===== src/touch_panel_pkg.sv =====
// constants and carrier types for the touch button event logic
package touch_panel_pkg;

	localparam int N_BTN  = 4;
	localparam int N_SNS  = 2;
	localparam int CLK_HZ = 50_000_000;
	localparam int MS_PER_S = 1000;
	localparam int MS_CYCLES = CLK_HZ / MS_PER_S;

	// press classes and indicator timing, in ms
	localparam logic [12:0] TAP_LIMIT_MS   = 13'd500;
	localparam logic [12:0] LONG_START_MS  = 13'd2000;
	localparam logic [12:0] LONG_END_MS    = 13'd5000;
	localparam logic [12:0] PRESS_SAT_MS   = 13'h1FFF;
	localparam logic [10:0] BLINK_TOTAL_MS = 11'd2000;
	localparam logic [7:0]  BLINK_HALF_MS  = 8'd250;

	// sensor spans in tenths of a unit
	localparam logic [15:0] TEMP_MAX_TENTHS  = 16'd450;
	localparam logic [15:0] LIGHT_MAX_TENTHS = 16'd1000;

	// register byte offsets
	localparam logic [7:0] BTN_MODE_BASE  = 8'h00;
	localparam logic [7:0] BTN_HOLD_BASE  = 8'h10;
	localparam logic [7:0] BTN_IMAGE_BASE = 8'h20;
	localparam logic [7:0] CMD_OFS        = 8'h30;
	localparam logic [7:0] STATUS_OFS     = 8'h34;
	localparam logic [7:0] SNS_BASE       = 8'h40;
	localparam logic [7:0] SNS_STRIDE     = 8'h20;
	localparam logic [7:0] SNS_HYST_OFS   = 8'h00;
	localparam logic [7:0] SNS_AVG_OFS    = 8'h04;
	localparam logic [7:0] SNS_LOW_OFS    = 8'h08;
	localparam logic [7:0] SNS_HIGH_OFS   = 8'h0C;
	localparam logic [7:0] SNS_VALUE_OFS  = 8'h10;

	// image register field positions
	localparam int IMG_OFF_LSB = 0;
	localparam int IMG_OFF_SET = 8;
	localparam int IMG_OFF_INV = 9;
	localparam int IMG_ON_LSB  = 16;
	localparam int IMG_ON_INV  = 24;
	// command register field positions
	localparam int CMD_BTN_LSB  = 0;
	localparam int CMD_CODE_LSB = 2;

	// reset values and averaging shift limit
	localparam logic [15:0] HOLD_START_RST  = 16'd1000;
	localparam logic [15:0] HOLD_PERIOD_RST = 16'd500;
	localparam logic [15:0] HYST_RST        = 16'd5;
	localparam logic [3:0]  AVG_SHIFT_RST   = 4'h0;
	localparam logic [3:0]  AVG_SHIFT_MAX   = 4'hA;

	typedef enum logic [1:0] {
		MODE_MONO = 2'h0,
		MODE_BIST = 2'h1,
		MODE_LOCK = 2'h2
	} btn_mode_e;

	typedef enum logic [2:0] {
		CMD_NONE      = 3'h0,
		CMD_OK_BLINK  = 3'h1,
		CMD_ERR_BLINK = 3'h2,
		CMD_GREEN_ON  = 3'h3,
		CMD_GREEN_OFF = 3'h4
	} cmd_e;

	typedef struct packed {
		logic [7:0]  addr;
		logic [31:0] wdata;
		logic        wr;
		logic        rd;
	} bus_req_s;

	typedef struct packed {
		logic state_change_evt;
		logic rise_evt;
		logic fall_evt;
		logic tap_evt;
		logic short_press_evt;
		logic long_press_evt;
		logic hold_repeat_evt;
	} btn_evt_s;

	typedef struct packed {
		logic       show_image;
		logic       invert;
		logic [7:0] image_id;
	} disp_s;

	typedef struct packed {
		logic        valid;
		logic [15:0] value;
	} sample_s;

	typedef struct packed {
		logic state_change_evt;
		logic rising_cross_evt;
		logic falling_cross_evt;
		logic range_exit_evt;
	} sns_evt_s;

endpackage


===== src/touch_button_event_logic.sv =====
// four touch buttons and two sensors: events, indicators, image choice
// Function
// - mode 0 mono, 1 bistable, 2 locked red
// - mode write command adopts written mode
// - hold event after start, then every period
// - button value is one bit
// - off image wins over text label
// - off image unless bistable and value 1
// - tilde flag renders image inverted
// - ok command blinks green 2 s, 500 ms
// - error command blinks red 2 s, 500 ms
// - green lamp steady on/off commands
// - change event on any value change
// - rise on high, fall on low
// - tap event under 500 ms
// - short press 500 to 2000 ms
// - long press 2000 to 5000 ms
// - sensor hysteresis in tenths
// - sensor samples averaged over ms window
// - range exit below low or above high
// - temperature 0-45 C, light 0-100 %
// - rising/falling cross at hysteresis thresholds
// - sensor change event beyond hysteresis
`timescale 1ns/1ps

module touch_button_event_logic
	import touch_panel_pkg::*;
#(
	parameter int MS_DIV = MS_CYCLES
) (
	input  wire logic                        clk,
	input  wire logic                        rst,
	input  wire logic [N_BTN-1:0]            btn_pin,
	input  wire sample_s [N_SNS-1:0]         sns_sample,
	input  wire bus_req_s                    bus,
	output logic [31:0]                      rdata,
	output btn_evt_s [N_BTN-1:0]             btn_evt,
	output sns_evt_s [N_SNS-1:0]             sns_evt,
	output logic [N_BTN-1:0]                 btn_value,
	output logic [N_BTN-1:0]                 green_led,
	output logic [N_BTN-1:0]                 red_led,
	output disp_s [N_BTN-1:0]                disp
);

	typedef struct packed {
		logic        sync1;
		logic        sync2;
		logic        pressed;
		btn_mode_e   mode;
		logic        value;
		logic [12:0] press_ms;
		logic [15:0] hold_cnt;
		logic        hold_first;
		logic [15:0] hold_start_time;
		logic [15:0] hold_repeat_period;
		logic [7:0]  off_image_name;
		logic [7:0]  on_image_name;
		logic        off_set;
		logic        off_inv;
		logic        on_inv;
		logic        green_on;
		logic [10:0] blink_ms;
		logic [7:0]  blink_ph;
		logic        blink_lit;
		logic        blink_g;
		logic        blink_r;
		btn_evt_s    evt;
	} btn_st_s;

	typedef struct packed {
		logic [15:0] hyst;
		logic [3:0]  avg_shift;
		logic [15:0] range_low_limit;
		logic [15:0] range_high_limit;
		logic [15:0] latest;
		logic [31:0] sum;
		logic [15:0] win_ms;
		logic [15:0] value;
		logic [15:0] ref_val;
		logic        out_range;
		sns_evt_s    evt;
	} sns_st_s;

	typedef struct packed {
		logic [15:0]             ms_div;
		logic                    ms_tick;
		btn_st_s [N_BTN-1:0]     btn;
		sns_st_s [N_SNS-1:0]     sns;
		logic [31:0]             rdata;
	} state_s;

	state_s s_r;
	state_s s_nxt;

	function automatic state_s reset_state();
		state_s r;
		r = '0;
		for (int i = 0; i < N_BTN; i++) begin
			r.btn[i].mode = MODE_MONO;
			r.btn[i].hold_start_time = HOLD_START_RST;
			r.btn[i].hold_repeat_period = HOLD_PERIOD_RST;
		end
		for (int j = 0; j < N_SNS; j++) begin
			r.sns[j].hyst = HYST_RST;
			r.sns[j].avg_shift = AVG_SHIFT_RST;
			r.sns[j].range_high_limit = 16'hFFFF;
		end
		return r;
	endfunction

	always_comb begin
		btn_st_s     b;
		sns_st_s     t;
		logic        rise_p;
		logic        fall_p;
		logic [15:0] target;
		logic [15:0] hcnt;
		logic [15:0] win_len;
		logic [31:0] acc;
		logic [15:0] avg;
		logic [15:0] span;
		logic [16:0] up_thr;
		logic [16:0] val_h;
		logic        oor;
		logic [7:0]  ofs;
		logic [31:0] rd_mux;
		logic [1:0]  cmd_btn;
		logic [2:0]  cmd_code;
		b = '0;
		t = '0;
		rise_p = 1'b0;
		fall_p = 1'b0;
		target = '0;
		hcnt = '0;
		win_len = '0;
		acc = '0;
		avg = '0;
		span = '0;
		up_thr = '0;
		val_h = '0;
		oor = 1'b0;
		ofs = '0;
		rd_mux = '0;
		cmd_btn = bus.wdata[CMD_BTN_LSB +: 2];
		cmd_code = bus.wdata[CMD_CODE_LSB +: 3];
		s_nxt = s_r;

		// 1 ms time base
		s_nxt.ms_tick = 1'b0;
		if (s_r.ms_div == 16'(MS_DIV - 1)) begin
			s_nxt.ms_div = '0;
			s_nxt.ms_tick = 1'b1;
		end else begin
			s_nxt.ms_div = s_r.ms_div + 16'h0001;
		end

		for (int i = 0; i < N_BTN; i++) begin
			b = s_r.btn[i];
			b.evt = '0;
			b.sync1 = btn_pin[i];
			b.sync2 = s_r.btn[i].sync1;
			b.pressed = s_r.btn[i].sync2;
			rise_p = s_r.btn[i].sync2 & ~s_r.btn[i].pressed;
			fall_p = ~s_r.btn[i].sync2 & s_r.btn[i].pressed;

			// press duration and classification on release
			if (rise_p) begin
				b.press_ms = '0;
			end else if (s_r.btn[i].pressed && s_r.ms_tick &&
				s_r.btn[i].press_ms != PRESS_SAT_MS) begin
				b.press_ms = s_r.btn[i].press_ms + 13'h0001;
			end
			if (fall_p) begin
				if (s_r.btn[i].press_ms < TAP_LIMIT_MS)
					b.evt.tap_evt = 1'b1;
				else if (s_r.btn[i].press_ms < LONG_START_MS)
					b.evt.short_press_evt = 1'b1;
				else if (s_r.btn[i].press_ms <= LONG_END_MS)
					b.evt.long_press_evt = 1'b1;
			end

			// repeating hold events
			target = s_r.btn[i].hold_first ? s_r.btn[i].hold_start_time :
				s_r.btn[i].hold_repeat_period;
			hcnt = s_r.btn[i].hold_cnt + 16'h0001;
			if (rise_p) begin
				b.hold_cnt = '0;
				b.hold_first = 1'b1;
			end else if (s_r.btn[i].pressed && s_r.ms_tick) begin
				if (target != '0 && hcnt >= target) begin
					b.evt.hold_repeat_evt = 1'b1;
					b.hold_cnt = '0;
					b.hold_first = 1'b0;
				end else begin
					b.hold_cnt = hcnt;
				end
			end

			// value per mode
			unique case (s_r.btn[i].mode)
				MODE_BIST: begin
					if (fall_p)
						b.value = ~s_r.btn[i].value;
				end
				MODE_LOCK: begin
					b.value = s_r.btn[i].value;
				end
				default: begin
					b.value = s_r.btn[i].sync2;
				end
			endcase
			if (b.value != s_r.btn[i].value) begin
				b.evt.state_change_evt = 1'b1;
				b.evt.rise_evt = b.value;
				b.evt.fall_evt = ~b.value;
			end

			// blink timing, 250 ms lit then 250 ms dark
			if (s_r.ms_tick && s_r.btn[i].blink_ms != '0) begin
				b.blink_ms = s_r.btn[i].blink_ms - 11'h001;
				if (s_r.btn[i].blink_ph == BLINK_HALF_MS - 8'h01) begin
					b.blink_ph = '0;
					b.blink_lit = ~s_r.btn[i].blink_lit;
				end else begin
					b.blink_ph = s_r.btn[i].blink_ph + 8'h01;
				end
				if (b.blink_ms == '0) begin
					b.blink_g = 1'b0;
					b.blink_r = 1'b0;
				end
			end

			// command port
			if (bus.wr && bus.addr == CMD_OFS && cmd_btn == 2'(i)) begin
				unique case (cmd_code)
					CMD_OK_BLINK, CMD_ERR_BLINK: begin
						b.blink_ms = BLINK_TOTAL_MS;
						b.blink_ph = '0;
						b.blink_lit = 1'b1;
						b.blink_g = (cmd_code == CMD_OK_BLINK);
						b.blink_r = (cmd_code == CMD_ERR_BLINK);
					end
					CMD_GREEN_ON:  b.green_on = 1'b1;
					CMD_GREEN_OFF: b.green_on = 1'b0;
					default: ;
				endcase
			end
			if (bus.wr && bus.addr == BTN_MODE_BASE + 8'(4 * i))
				b.mode = btn_mode_e'(bus.wdata[1:0]);
			if (bus.wr && bus.addr == BTN_HOLD_BASE + 8'(4 * i)) begin
				b.hold_start_time = bus.wdata[15:0];
				b.hold_repeat_period = bus.wdata[31:16];
			end
			if (bus.wr && bus.addr == BTN_IMAGE_BASE + 8'(4 * i)) begin
				b.off_image_name = bus.wdata[IMG_OFF_LSB +: 8];
				b.off_set = bus.wdata[IMG_OFF_SET];
				b.off_inv = bus.wdata[IMG_OFF_INV];
				b.on_image_name = bus.wdata[IMG_ON_LSB +: 8];
				b.on_inv = bus.wdata[IMG_ON_INV];
			end
			s_nxt.btn[i] = b;
		end

		for (int j = 0; j < N_SNS; j++) begin
			t = s_r.sns[j];
			t.evt = '0;
			span = (j == 0) ? TEMP_MAX_TENTHS : LIGHT_MAX_TENTHS;
			if (sns_sample[j].valid)
				t.latest = sns_sample[j].value;
			win_len = 16'h0001 << s_r.sns[j].avg_shift;
			acc = s_r.sns[j].sum + {16'h0000, s_r.sns[j].latest};
			if (s_r.ms_tick) begin
				if (s_r.sns[j].win_ms + 16'h0001 == win_len) begin
					avg = 16'(acc >> s_r.sns[j].avg_shift);
					if (avg > span)
						avg = span;
					t.value = avg;
					t.sum = '0;
					t.win_ms = '0;
					up_thr = {1'b0, s_r.sns[j].ref_val} +
						{1'b0, s_r.sns[j].hyst};
					val_h = {1'b0, avg} + {1'b0, s_r.sns[j].hyst};
					if ({1'b0, avg} > up_thr) begin
						t.evt.rising_cross_evt = 1'b1;
						t.evt.state_change_evt = 1'b1;
						t.ref_val = avg;
					end else if (val_h < {1'b0, s_r.sns[j].ref_val}) begin
						t.evt.falling_cross_evt = 1'b1;
						t.evt.state_change_evt = 1'b1;
						t.ref_val = avg;
					end
					oor = (avg < s_r.sns[j].range_low_limit) ||
						(avg > s_r.sns[j].range_high_limit);
					t.out_range = oor;
					t.evt.range_exit_evt = oor & ~s_r.sns[j].out_range;
				end else begin
					t.sum = acc;
					t.win_ms = s_r.sns[j].win_ms + 16'h0001;
				end
			end
			ofs = SNS_BASE + 8'(j) * SNS_STRIDE;
			if (bus.wr && bus.addr == ofs + SNS_HYST_OFS)
				t.hyst = bus.wdata[15:0];
			if (bus.wr && bus.addr == ofs + SNS_AVG_OFS) begin
				t.avg_shift = (bus.wdata[3:0] > AVG_SHIFT_MAX) ?
					AVG_SHIFT_MAX : bus.wdata[3:0];
				t.sum = '0;
				t.win_ms = '0;
			end
			if (bus.wr && bus.addr == ofs + SNS_LOW_OFS)
				t.range_low_limit = bus.wdata[15:0];
			if (bus.wr && bus.addr == ofs + SNS_HIGH_OFS)
				t.range_high_limit = bus.wdata[15:0];
			s_nxt.sns[j] = t;
		end

		// read mux, data valid only in the cycle after the strobe
		for (int i = 0; i < N_BTN; i++) begin
			if (bus.addr == BTN_MODE_BASE + 8'(4 * i))
				rd_mux = {30'h0, s_r.btn[i].mode};
			if (bus.addr == BTN_HOLD_BASE + 8'(4 * i))
				rd_mux = {s_r.btn[i].hold_repeat_period,
					s_r.btn[i].hold_start_time};
			if (bus.addr == BTN_IMAGE_BASE + 8'(4 * i))
				rd_mux = {7'h00, s_r.btn[i].on_inv,
					s_r.btn[i].on_image_name, 6'h00,
					s_r.btn[i].off_inv, s_r.btn[i].off_set,
					s_r.btn[i].off_image_name};
		end
		if (bus.addr == STATUS_OFS)
			rd_mux = {20'h0, red_led, green_led, btn_value};
		for (int j = 0; j < N_SNS; j++) begin
			ofs = SNS_BASE + 8'(j) * SNS_STRIDE;
			if (bus.addr == ofs + SNS_HYST_OFS)
				rd_mux = {16'h0, s_r.sns[j].hyst};
			if (bus.addr == ofs + SNS_AVG_OFS)
				rd_mux = {28'h0, s_r.sns[j].avg_shift};
			if (bus.addr == ofs + SNS_LOW_OFS)
				rd_mux = {16'h0, s_r.sns[j].range_low_limit};
			if (bus.addr == ofs + SNS_HIGH_OFS)
				rd_mux = {16'h0, s_r.sns[j].range_high_limit};
			if (bus.addr == ofs + SNS_VALUE_OFS)
				rd_mux = {16'h0, s_r.sns[j].value};
		end
		s_nxt.rdata = bus.rd ? rd_mux : 32'h0;
	end

	always_ff @(posedge clk or posedge rst) begin
		if (rst)
			s_r <= reset_state();
		else
			s_r <= s_nxt;
	end

	// outputs from state
	always_comb begin
		for (int i = 0; i < N_BTN; i++) begin
			btn_evt[i] = s_r.btn[i].evt;
			btn_value[i] = s_r.btn[i].value;
			green_led[i] = s_r.btn[i].blink_g ? s_r.btn[i].blink_lit :
				s_r.btn[i].green_on;
			red_led[i] = (s_r.btn[i].mode == MODE_LOCK) ||
				(s_r.btn[i].blink_r & s_r.btn[i].blink_lit);
			disp[i].show_image = s_r.btn[i].off_set;
			if (s_r.btn[i].mode == MODE_BIST && s_r.btn[i].value) begin
				disp[i].image_id = s_r.btn[i].on_image_name;
				disp[i].invert = s_r.btn[i].on_inv;
			end else begin
				disp[i].image_id = s_r.btn[i].off_image_name;
				disp[i].invert = s_r.btn[i].off_inv;
			end
		end
		for (int j = 0; j < N_SNS; j++)
			sns_evt[j] = s_r.sns[j].evt;
		rdata = s_r.rdata;
	end

endmodule


===== config.mk =====
export PLATFORM = sky130hd
export DESIGN_NAME = touch_button_event_logic
export DESIGN_NICKNAME = d
export VERILOG_FILES = /design/src/touch_panel_pkg.sv /design/src/touch_button_event_logic.sv
export SDC_FILE = /design/constraint.sdc
export NUM_CORES = 2
export LEC_CHECK = 0
export BUFFER_PORTS_ARGS = -buffer_cell sky130_fd_sc_hd__buf_2
export CORE_MARGIN = 10
export CORE_UTILIZATION = 25
export CTS_BUF_LIST = sky130_fd_sc_hd__clkbuf_4 sky130_fd_sc_hd__clkbuf_8
export CTS_CLUSTER_SIZE = 30
export DETAILED_ROUTE_END_ITERATION = 10
export MAX_ROUTING_LAYER = met4
export PLACE_DENSITY = 0.42
export SLEW_MARGIN = 20
export SYNTH_ARGS = -nofsm -noshare
export SYNTH_HDL_FRONTEND = slang
export SYNTH_SLANG_ARGS = --single-unit

===== constraint.sdc =====
create_clock -name clk -period 26.1 [get_ports clk]
set_input_delay 1.305 -clock clk [delete_from_list [all_inputs] [get_ports clk]]
set_output_delay 1.305 -clock clk [all_outputs]
set_load 0.005 [all_outputs]

=== Word-level counts from Yosys, hierarchy flattened ===
Cells that the tools add are included.
Widths: inputs -> output; s select.

* $add $sub $neg: 25
* $lt $le $gt $ge: 27
* Equal/unequal tests: 53
* Shifts and indexed selects: 4
* Mux-type cells: 162
* Bitwise logic cells: 36
* Reduce and logical (&&, ||, !) cells: 95

{| class="wikitable"
|+ Operators with widths
! operator !! count
|-
| $mux 32 || 23
|-
| $mux 16 || 19
|-
| $mux 22 || 12
|-
| $mux 48 || 4
|-
| $mux 85 || 2
|-
| $mux 17 || 8
|-
| $add 16x1->16 const B || 7
|-
| $mux 13 || 8
|-
| $eq 8x7->1 const B || 10
|-
| $mux 37 || 2
|-
| $add 16x16->17 || 4
|-
| $add 32x16->32 || 2
|-
| $ge 16x16->1 || 4
|-
| $reduce_bool 16->1 || 4
|-
| $shr 32x4->16 || 2
|-
| $mux 1 || 53
|-
| $add 13x1->13 const B || 4
|-
| $le 13x13->1 const B || 4
|-
| $lt 13x11->1 const B || 4
|-
| $lt 13x9->1 const B || 4
|-
| $ne 13x13->1 const B || 4
|-
| $eq 8x6->1 const B || 6
|-
| $logic_and 1x1->1 || 45
|-
| $logic_not 11->1 || 4
|-
| 38 further kinds || 163
|}

* Register bits: 823
* Input port bits: 82
* Output and inout bits: 120
* Logic and storage cells: 545

=== Longest topological paths before layout ===
* Depth in word-level cells: 25
* Depth in mapped cells: 40
* Gate-level depth less buffers: 37

=== Least setup slack after synthesis ===
Ideal clock, no wire load.

* Path type: reg-to-reg
* From: register s_r[85] (netlist bit)
* To: register s_r[38] (netlist bit)
* Arrival: 8.323 ns
* Data required time: 25.972 ns
* Setup slack: 17.649 ns
* Cell stages (with the launch flop): 36
* Path buffers: 2
* Period minus slack after synthesis: 8.451 ns
* Cells stage by stage: dfrtp_1 > ha_1 > inv_1 > fa_1 > nor2b_1 > o21a_4 > o21a_1 > o41ai_2 > a21oi_1 > mux4_2 > a221o_1 > nor3_4 > nand4_1 > a222oi_1 > buf_4 > clkbuf_1 > o21ai_0 > fa_1 > maj3_1 > a21oi_1 > o21ai_0 > a22oi_1 > a2bb2oi_1 > o31ai_2 > a2111oi_1 > nor4b_2 > nor4_1 > nor3_1 > xor2_1 > ha_1 > a21oi_1 > nor2b_1 > a2111oi_0 > nand4_1 > o21ai_4 > mux2_1

* Word-level cells in the longest chain between the ends: 10

{| class="wikitable"
|+ RTL lines
! what !! line !! source
|-
| from (decl) || touch_button_event_logic.sv:92 || <nowiki>state_s s_r;</nowiki>
|-
| from (signal assigned) || touch_button_event_logic.sv:350 || <nowiki>s_r <= reset_state();</nowiki>
|-
| from (signal assigned) || touch_button_event_logic.sv:352 || <nowiki>s_r <= s_nxt;</nowiki>
|-
| $add 32x16->32 * || touch_button_event_logic.sv:271 || <nowiki>acc = s_r.sns[j].sum + {16'h0000, s_r.sns[j].latest};</nowiki>
|-
| $shr 32x4->16 * || touch_button_event_logic.sv:274 || <nowiki>avg = 16'(acc >> s_r.sns[j].avg_shift);</nowiki>
|-
| $gt 16x9->1 || touch_button_event_logic.sv:275 || <nowiki>if (avg > span)</nowiki>
|-
| $mux 16 * || touch_button_event_logic.sv:275 ||
|-
| $mux 16 * || touch_button_event_logic.sv:273 || <nowiki>if (s_r.sns[j].win_ms + 16'h0001 == win_len) begin</nowiki>
|-
| $mux 16 * || touch_button_event_logic.sv:272 || <nowiki>if (s_r.ms_tick) begin</nowiki>
|-
| $add 16x16->17 || touch_button_event_logic.sv:282 || <nowiki>val_h = {1'b0, avg} + {1'b0, s_r.sns[j].hyst};</nowiki>
|-
| $lt 17x16->1 || touch_button_event_logic.sv:287 || <nowiki>end else if (val_h < {1'b0, s_r.sns[j].ref_val}) begin</nowiki>
|-
| $reduce_bool 2->1 (no line) || n/a ||
|-
| $reduce_and 3->1 (no line) || n/a ||
|}

Every way passes the cells marked *; elsewhere a longest branch is shown, timed or not. The select of a mux whose other input is x is not followed.
A chain may end at the register's enable or synchronous reset.

=== Final worst setup path ===
* From: register s_r[99] (netlist bit)
* To: register s_r[45] (netlist bit)

The elaborated chain is that of the path after synthesis.

==> summary.md <==
| Metric | Value |
|---|---|
| Layout cells sized above 1 | 0.200 |
| Clock sink count | 821 |
| Post-synthesis adder-cell area fraction | 0.0780 |
| Wire per inst | 21.9 um |
| Crit. End Element | flip-flop |
| EDFF count, synth | 0 |
| Synth async-reset ratio | 1.00 |
| Largest net degree at the start of global routing | 94 |
| Detailed Routing Iterations Pass 1 | 6 |
| Fin Setup TNS | 0 ps |
| Mean Syn Cell Area | 9.56 sq um |
| Final ANT Viol Nets | 0 |
| Number of global-route vias before repair | 42900 |
| Fmax | 98.6 MHz |
| Initial antenna violation count | 32 |
| Critical path launch point type | flip-flop |
| Top Ports | 202 |
| Clk_skew | 89.8 ps |
| Buffers on Ports | 201 |
| Yosys reg bits | between 800 and 900 |
| Max Buffers Root-to-Sink | 3 |
| Fin nets | 6024 |
| Delay-heaviest family, CP | compound AO/OA/AOI/OAI gates |
| Placed wire-length estimate | 137000 um |
| Num CTS Buffers | 163 |
| Critical-path top delay cell | a211oi_1 |
| Leak | 27.3 nW |
| Tightest Pin Transition | 1130 ps |
| Final setup viols | 0 |
| WHS | 351 ps |
| FILL cells | 21900 |
| Worst relative slew slack | 0.239 |
| CTS root buf | clkbuf_8 |
| Full die area | 228000 sq um |
| Critical path buffer and inverter count | 1 |
| Sequential share of the synthesized area | 0.395 |
| Synth cell types | 116 |
| Setup CP Type | flip-flop to flip-flop |
| Iteration-0 DRC Markers | 3395 |
| Die Ht | 477 um |
| Top FF cell, synth | dfrtp_1 |
| Tcrit/Tclk final | 0.389 |
| Post-synthesis simple-gate area fraction | 0.154 |
| Mux share of post-synthesis cell area | 0.110 |
| H-tree Lvls | 4 |
| Wirelength, routed | 188000 um |
| Syn Inst Count | between 5000 and 6000 |
| Synthesized area | around 52000 sq um |
| First-pass GRT wire length | about 280000 um |
| Placer's final routability congestion estimate | 0.867 |
| Largest family of logic cells by synthesized area | compound AO/OA/AOI/OAI gates |
| Max-slew violations | 0 |
| Delay of the slowest cell on the worst path | 810 ps |
| Post-CTS Setup Inserts | 0 |
| Die width | 477 um |
| Synthesis-to-layout area growth | 14.6% |
| Row cnt | ~170 |
| CTS tree | yes |
| Worst path required time | 26890 ps |
| Reg clk slew, reported paths | 60 ps |
| Min cycle time layout | 10140 ps |
| Yosys warnings | 0 |
| GRT Util Overall | 0.164 |
| Worst vdd ir | 50.1 uV |
| Unrepaired setup endpoints after global routing | no |
| Initial Utilization | 0.252 |
| Clk Latency, worst-skew pair | around 960 ps |
| Grt ovf | 0 |
| DR vias | 43000 |
| Cts hold-fix bufs | 0 |
| Power, Total | roughly 0.0034 W |
| Via/cell ratio | ~5 |
| Post-CTS Resized | 0 |
| Post-Place Setup Slack | 16020 ps |
| Core Area | 207000 sq um |
| Status | complete, no violations |
| Min-Delay Path Class | flip-flop to flip-flop |
| Remaining DRCs | 0 |
| Post-synthesis compound-gate area fraction | 0.168 |
| P per Cell Area | 56.2 nW/um^2 |
| Worst Path Arrival | 10930 ps |
| Final worst setup slack | 15960 ps |
| XOR/XNOR Fraction of Synth Area | 0.0498 |
| Crit path max fanout | 19 |
| Final hold vios | 0 |
| Max cap viols | 0 |
[area by class of cell]
class,instances,area [sq um],area share
multi-input combinational,4151,29500,0.493
timing repair buffer,275,1560,0.0261
sequential,821,20700,0.345
inverter,215,815,0.0136
clock buffer,258,3300,0.0551
antenna,17,42.5,0.000710
clock inverter,46,537,0.00896
tap,2788,3490,0.0582
[cells by family after synthesis]
group / Yosys count
AO/OA/AOI/OAI: 1279
XOR/XNOR: 297
adder cells (fa/ha/maj): 324
buffers and inverters: 544
flip-flops: 821
multiplexers: 510
other: 1
AND/OR/NAND/NOR: 1689
[state kept, by name, summed over array words and instances (netlist names)]
signal	cells
sns_evt	8
s_r	737
rdata	32
btn_value	4
s_nxt	8
btn_evt	28
disp	4
[worst paths after layout]
kind                                       from                   end  slack [ps]  depth (start not counted)
min in group asynchronous                   rst    s_r[818]$_DFF_PP0_         510                          2
setup reg to reg            s_r[99]$_DFFE_PP0P_   s_r[45]$_DFFE_PP0P_       15960                         32
max in group asynchronous                   rst  s_r[656]$_DFFE_PP0P_       22530                          5
hold / removal             s_nxt[804]$_DFF_PP0_  s_nxt[803]$_DFF_PP0_         350                          0
hold reg to reg            s_nxt[804]$_DFF_PP0_  s_nxt[803]$_DFF_PP0_         350                          0
setup / recovery            s_r[99]$_DFFE_PP0P_   s_r[45]$_DFFE_PP0P_       15960                         32
[cell usage after synthesis (all sizes together) (11+ instances only)]
| library cell | n | area share |
|---|---|---|
| nor2b | 48 | 0.0057 |
| a2111oi | 14 | 0.0025 |
| xor2 | 129 | 0.022 |
| a221oi | 39 | 0.0067 |
| o2111ai | 16 | 0.0027 |
| o31ai | 26 | 0.0038 |
| dfstp | 84 | 0.042 |
| o21a | 20 | 0.0030 |
| a22oi | 74 | 0.011 |
| and2 | 45 | 0.0054 |
| nand2 | 508 | 0.036 |
| mux2 | 414 | 0.089 |
| buf | 121 | 0.015 |
| clkbuf | 208 | 0.015 |
| a21oi | 243 | 0.023 |
| o221ai | 14 | 0.0023 |
| or3 | 39 | 0.0047 |
| a222oi | 29 | 0.0056 |
| o211ai | 23 | 0.0034 |
| nand4 | 81 | 0.0097 |
| a211oi | 53 | 0.0076 |
| or2 | 19 | 0.0023 |
| ha | 309 | 0.074 |
| a22o | 47 | 0.0079 |
| o22ai | 26 | 0.0031 |
| a21boi | 11 | 0.0017 |
| mux2i | 87 | 0.017 |
| a31oi | 52 | 0.0063 |
| a21o | 135 | 0.019 |
| or4 | 20 | 0.0029 |
| nor3 | 90 | 0.0088 |
| o21bai | 28 | 0.0040 |
| nor4 | 35 | 0.0043 |
| o21ai | 292 | 0.028 |
| nand3 | 160 | 0.015 |
| a211o | 16 | 0.0027 |
| o41ai | 14 | 0.0028 |
| inv | 213 | 0.015 |
| dfrtp | 737 | 0.35 |
| and3 | 79 | 0.0095 |
| nor2 | 428 | 0.031 |
| nand2b | 93 | 0.011 |
| xnor2 | 168 | 0.028 |
[metrics by stage]
stage | instances | area [sq um] | util
floorplan | 5516 | 52400 | -
global placement | 8250 | 56000 | 0.270
detailed placement | 8250 | 56000 | 0.270
CTS | 8554 | 59900 | 0.288
global route | 8565 | 59900 | 0.289
finish | 8571 | 59900 | 0.289
[metal layers]
metal / global-route usage / wire [um] / vias to the layer above
met5: - / 0 / -
met4: 0.0555 / 5880 / 0
met3: 0.0315 / 10500 / 305
met2: 0.243 / 82400 / 1211
met1: 0.223 / 89100 / 21400
li1: - / - / 20100
[power by group]
| part | switching, W | internal, W | total (W) | leakage [nW] |
|---|---|---|---|---|
| registers | 0.0000442 | 0.00132 | 0.00136 | 10.4 |
| clock network | 0.000670 | 0.000870 | 0.00154 | 2.02 |
| logic | 0.000292 | 0.000175 | 0.000467 | 14.8 |
[cells in the final DEF (no fill, tap or decap), drive strengths merged, types with 20 or more instances in the layout]
master	count
dfstp	84
a221oi	39
or4	20
xor2	129
a21oi	243
nand2b	93
and3	79
a31oi	52
nor2	428
inv	224
a222oi	29
or3	39
and2	45
xnor2	168
o21bai	28
nor3	90
mux2	414
ha	309
o21a	20
a22o	47
o21ai	292
o31ai	26
nand2	508
mux2i	87
o22ai	26
nor4	35
clkinv	27
a21o	135
clkbuf	258
nand4	81
nand3	160
dfrtp	737
conb	52
a22oi	74
a211oi	53
nor2b	48
o211ai	23
buf	275
[worst register-to-register path: cells and delay by family (launching register included)]
family                     cells  cell delay [ps]
xor gates and xnor gates       1              150
muxes                          2              830
adders and majority gates      4             1810
AOI/OAI and AO/OA             16             4990
buffers and inverters          1              290
and+or+nand+nor                8             1550
DFF                            1              380
Power figures use the tool's default switching activity.
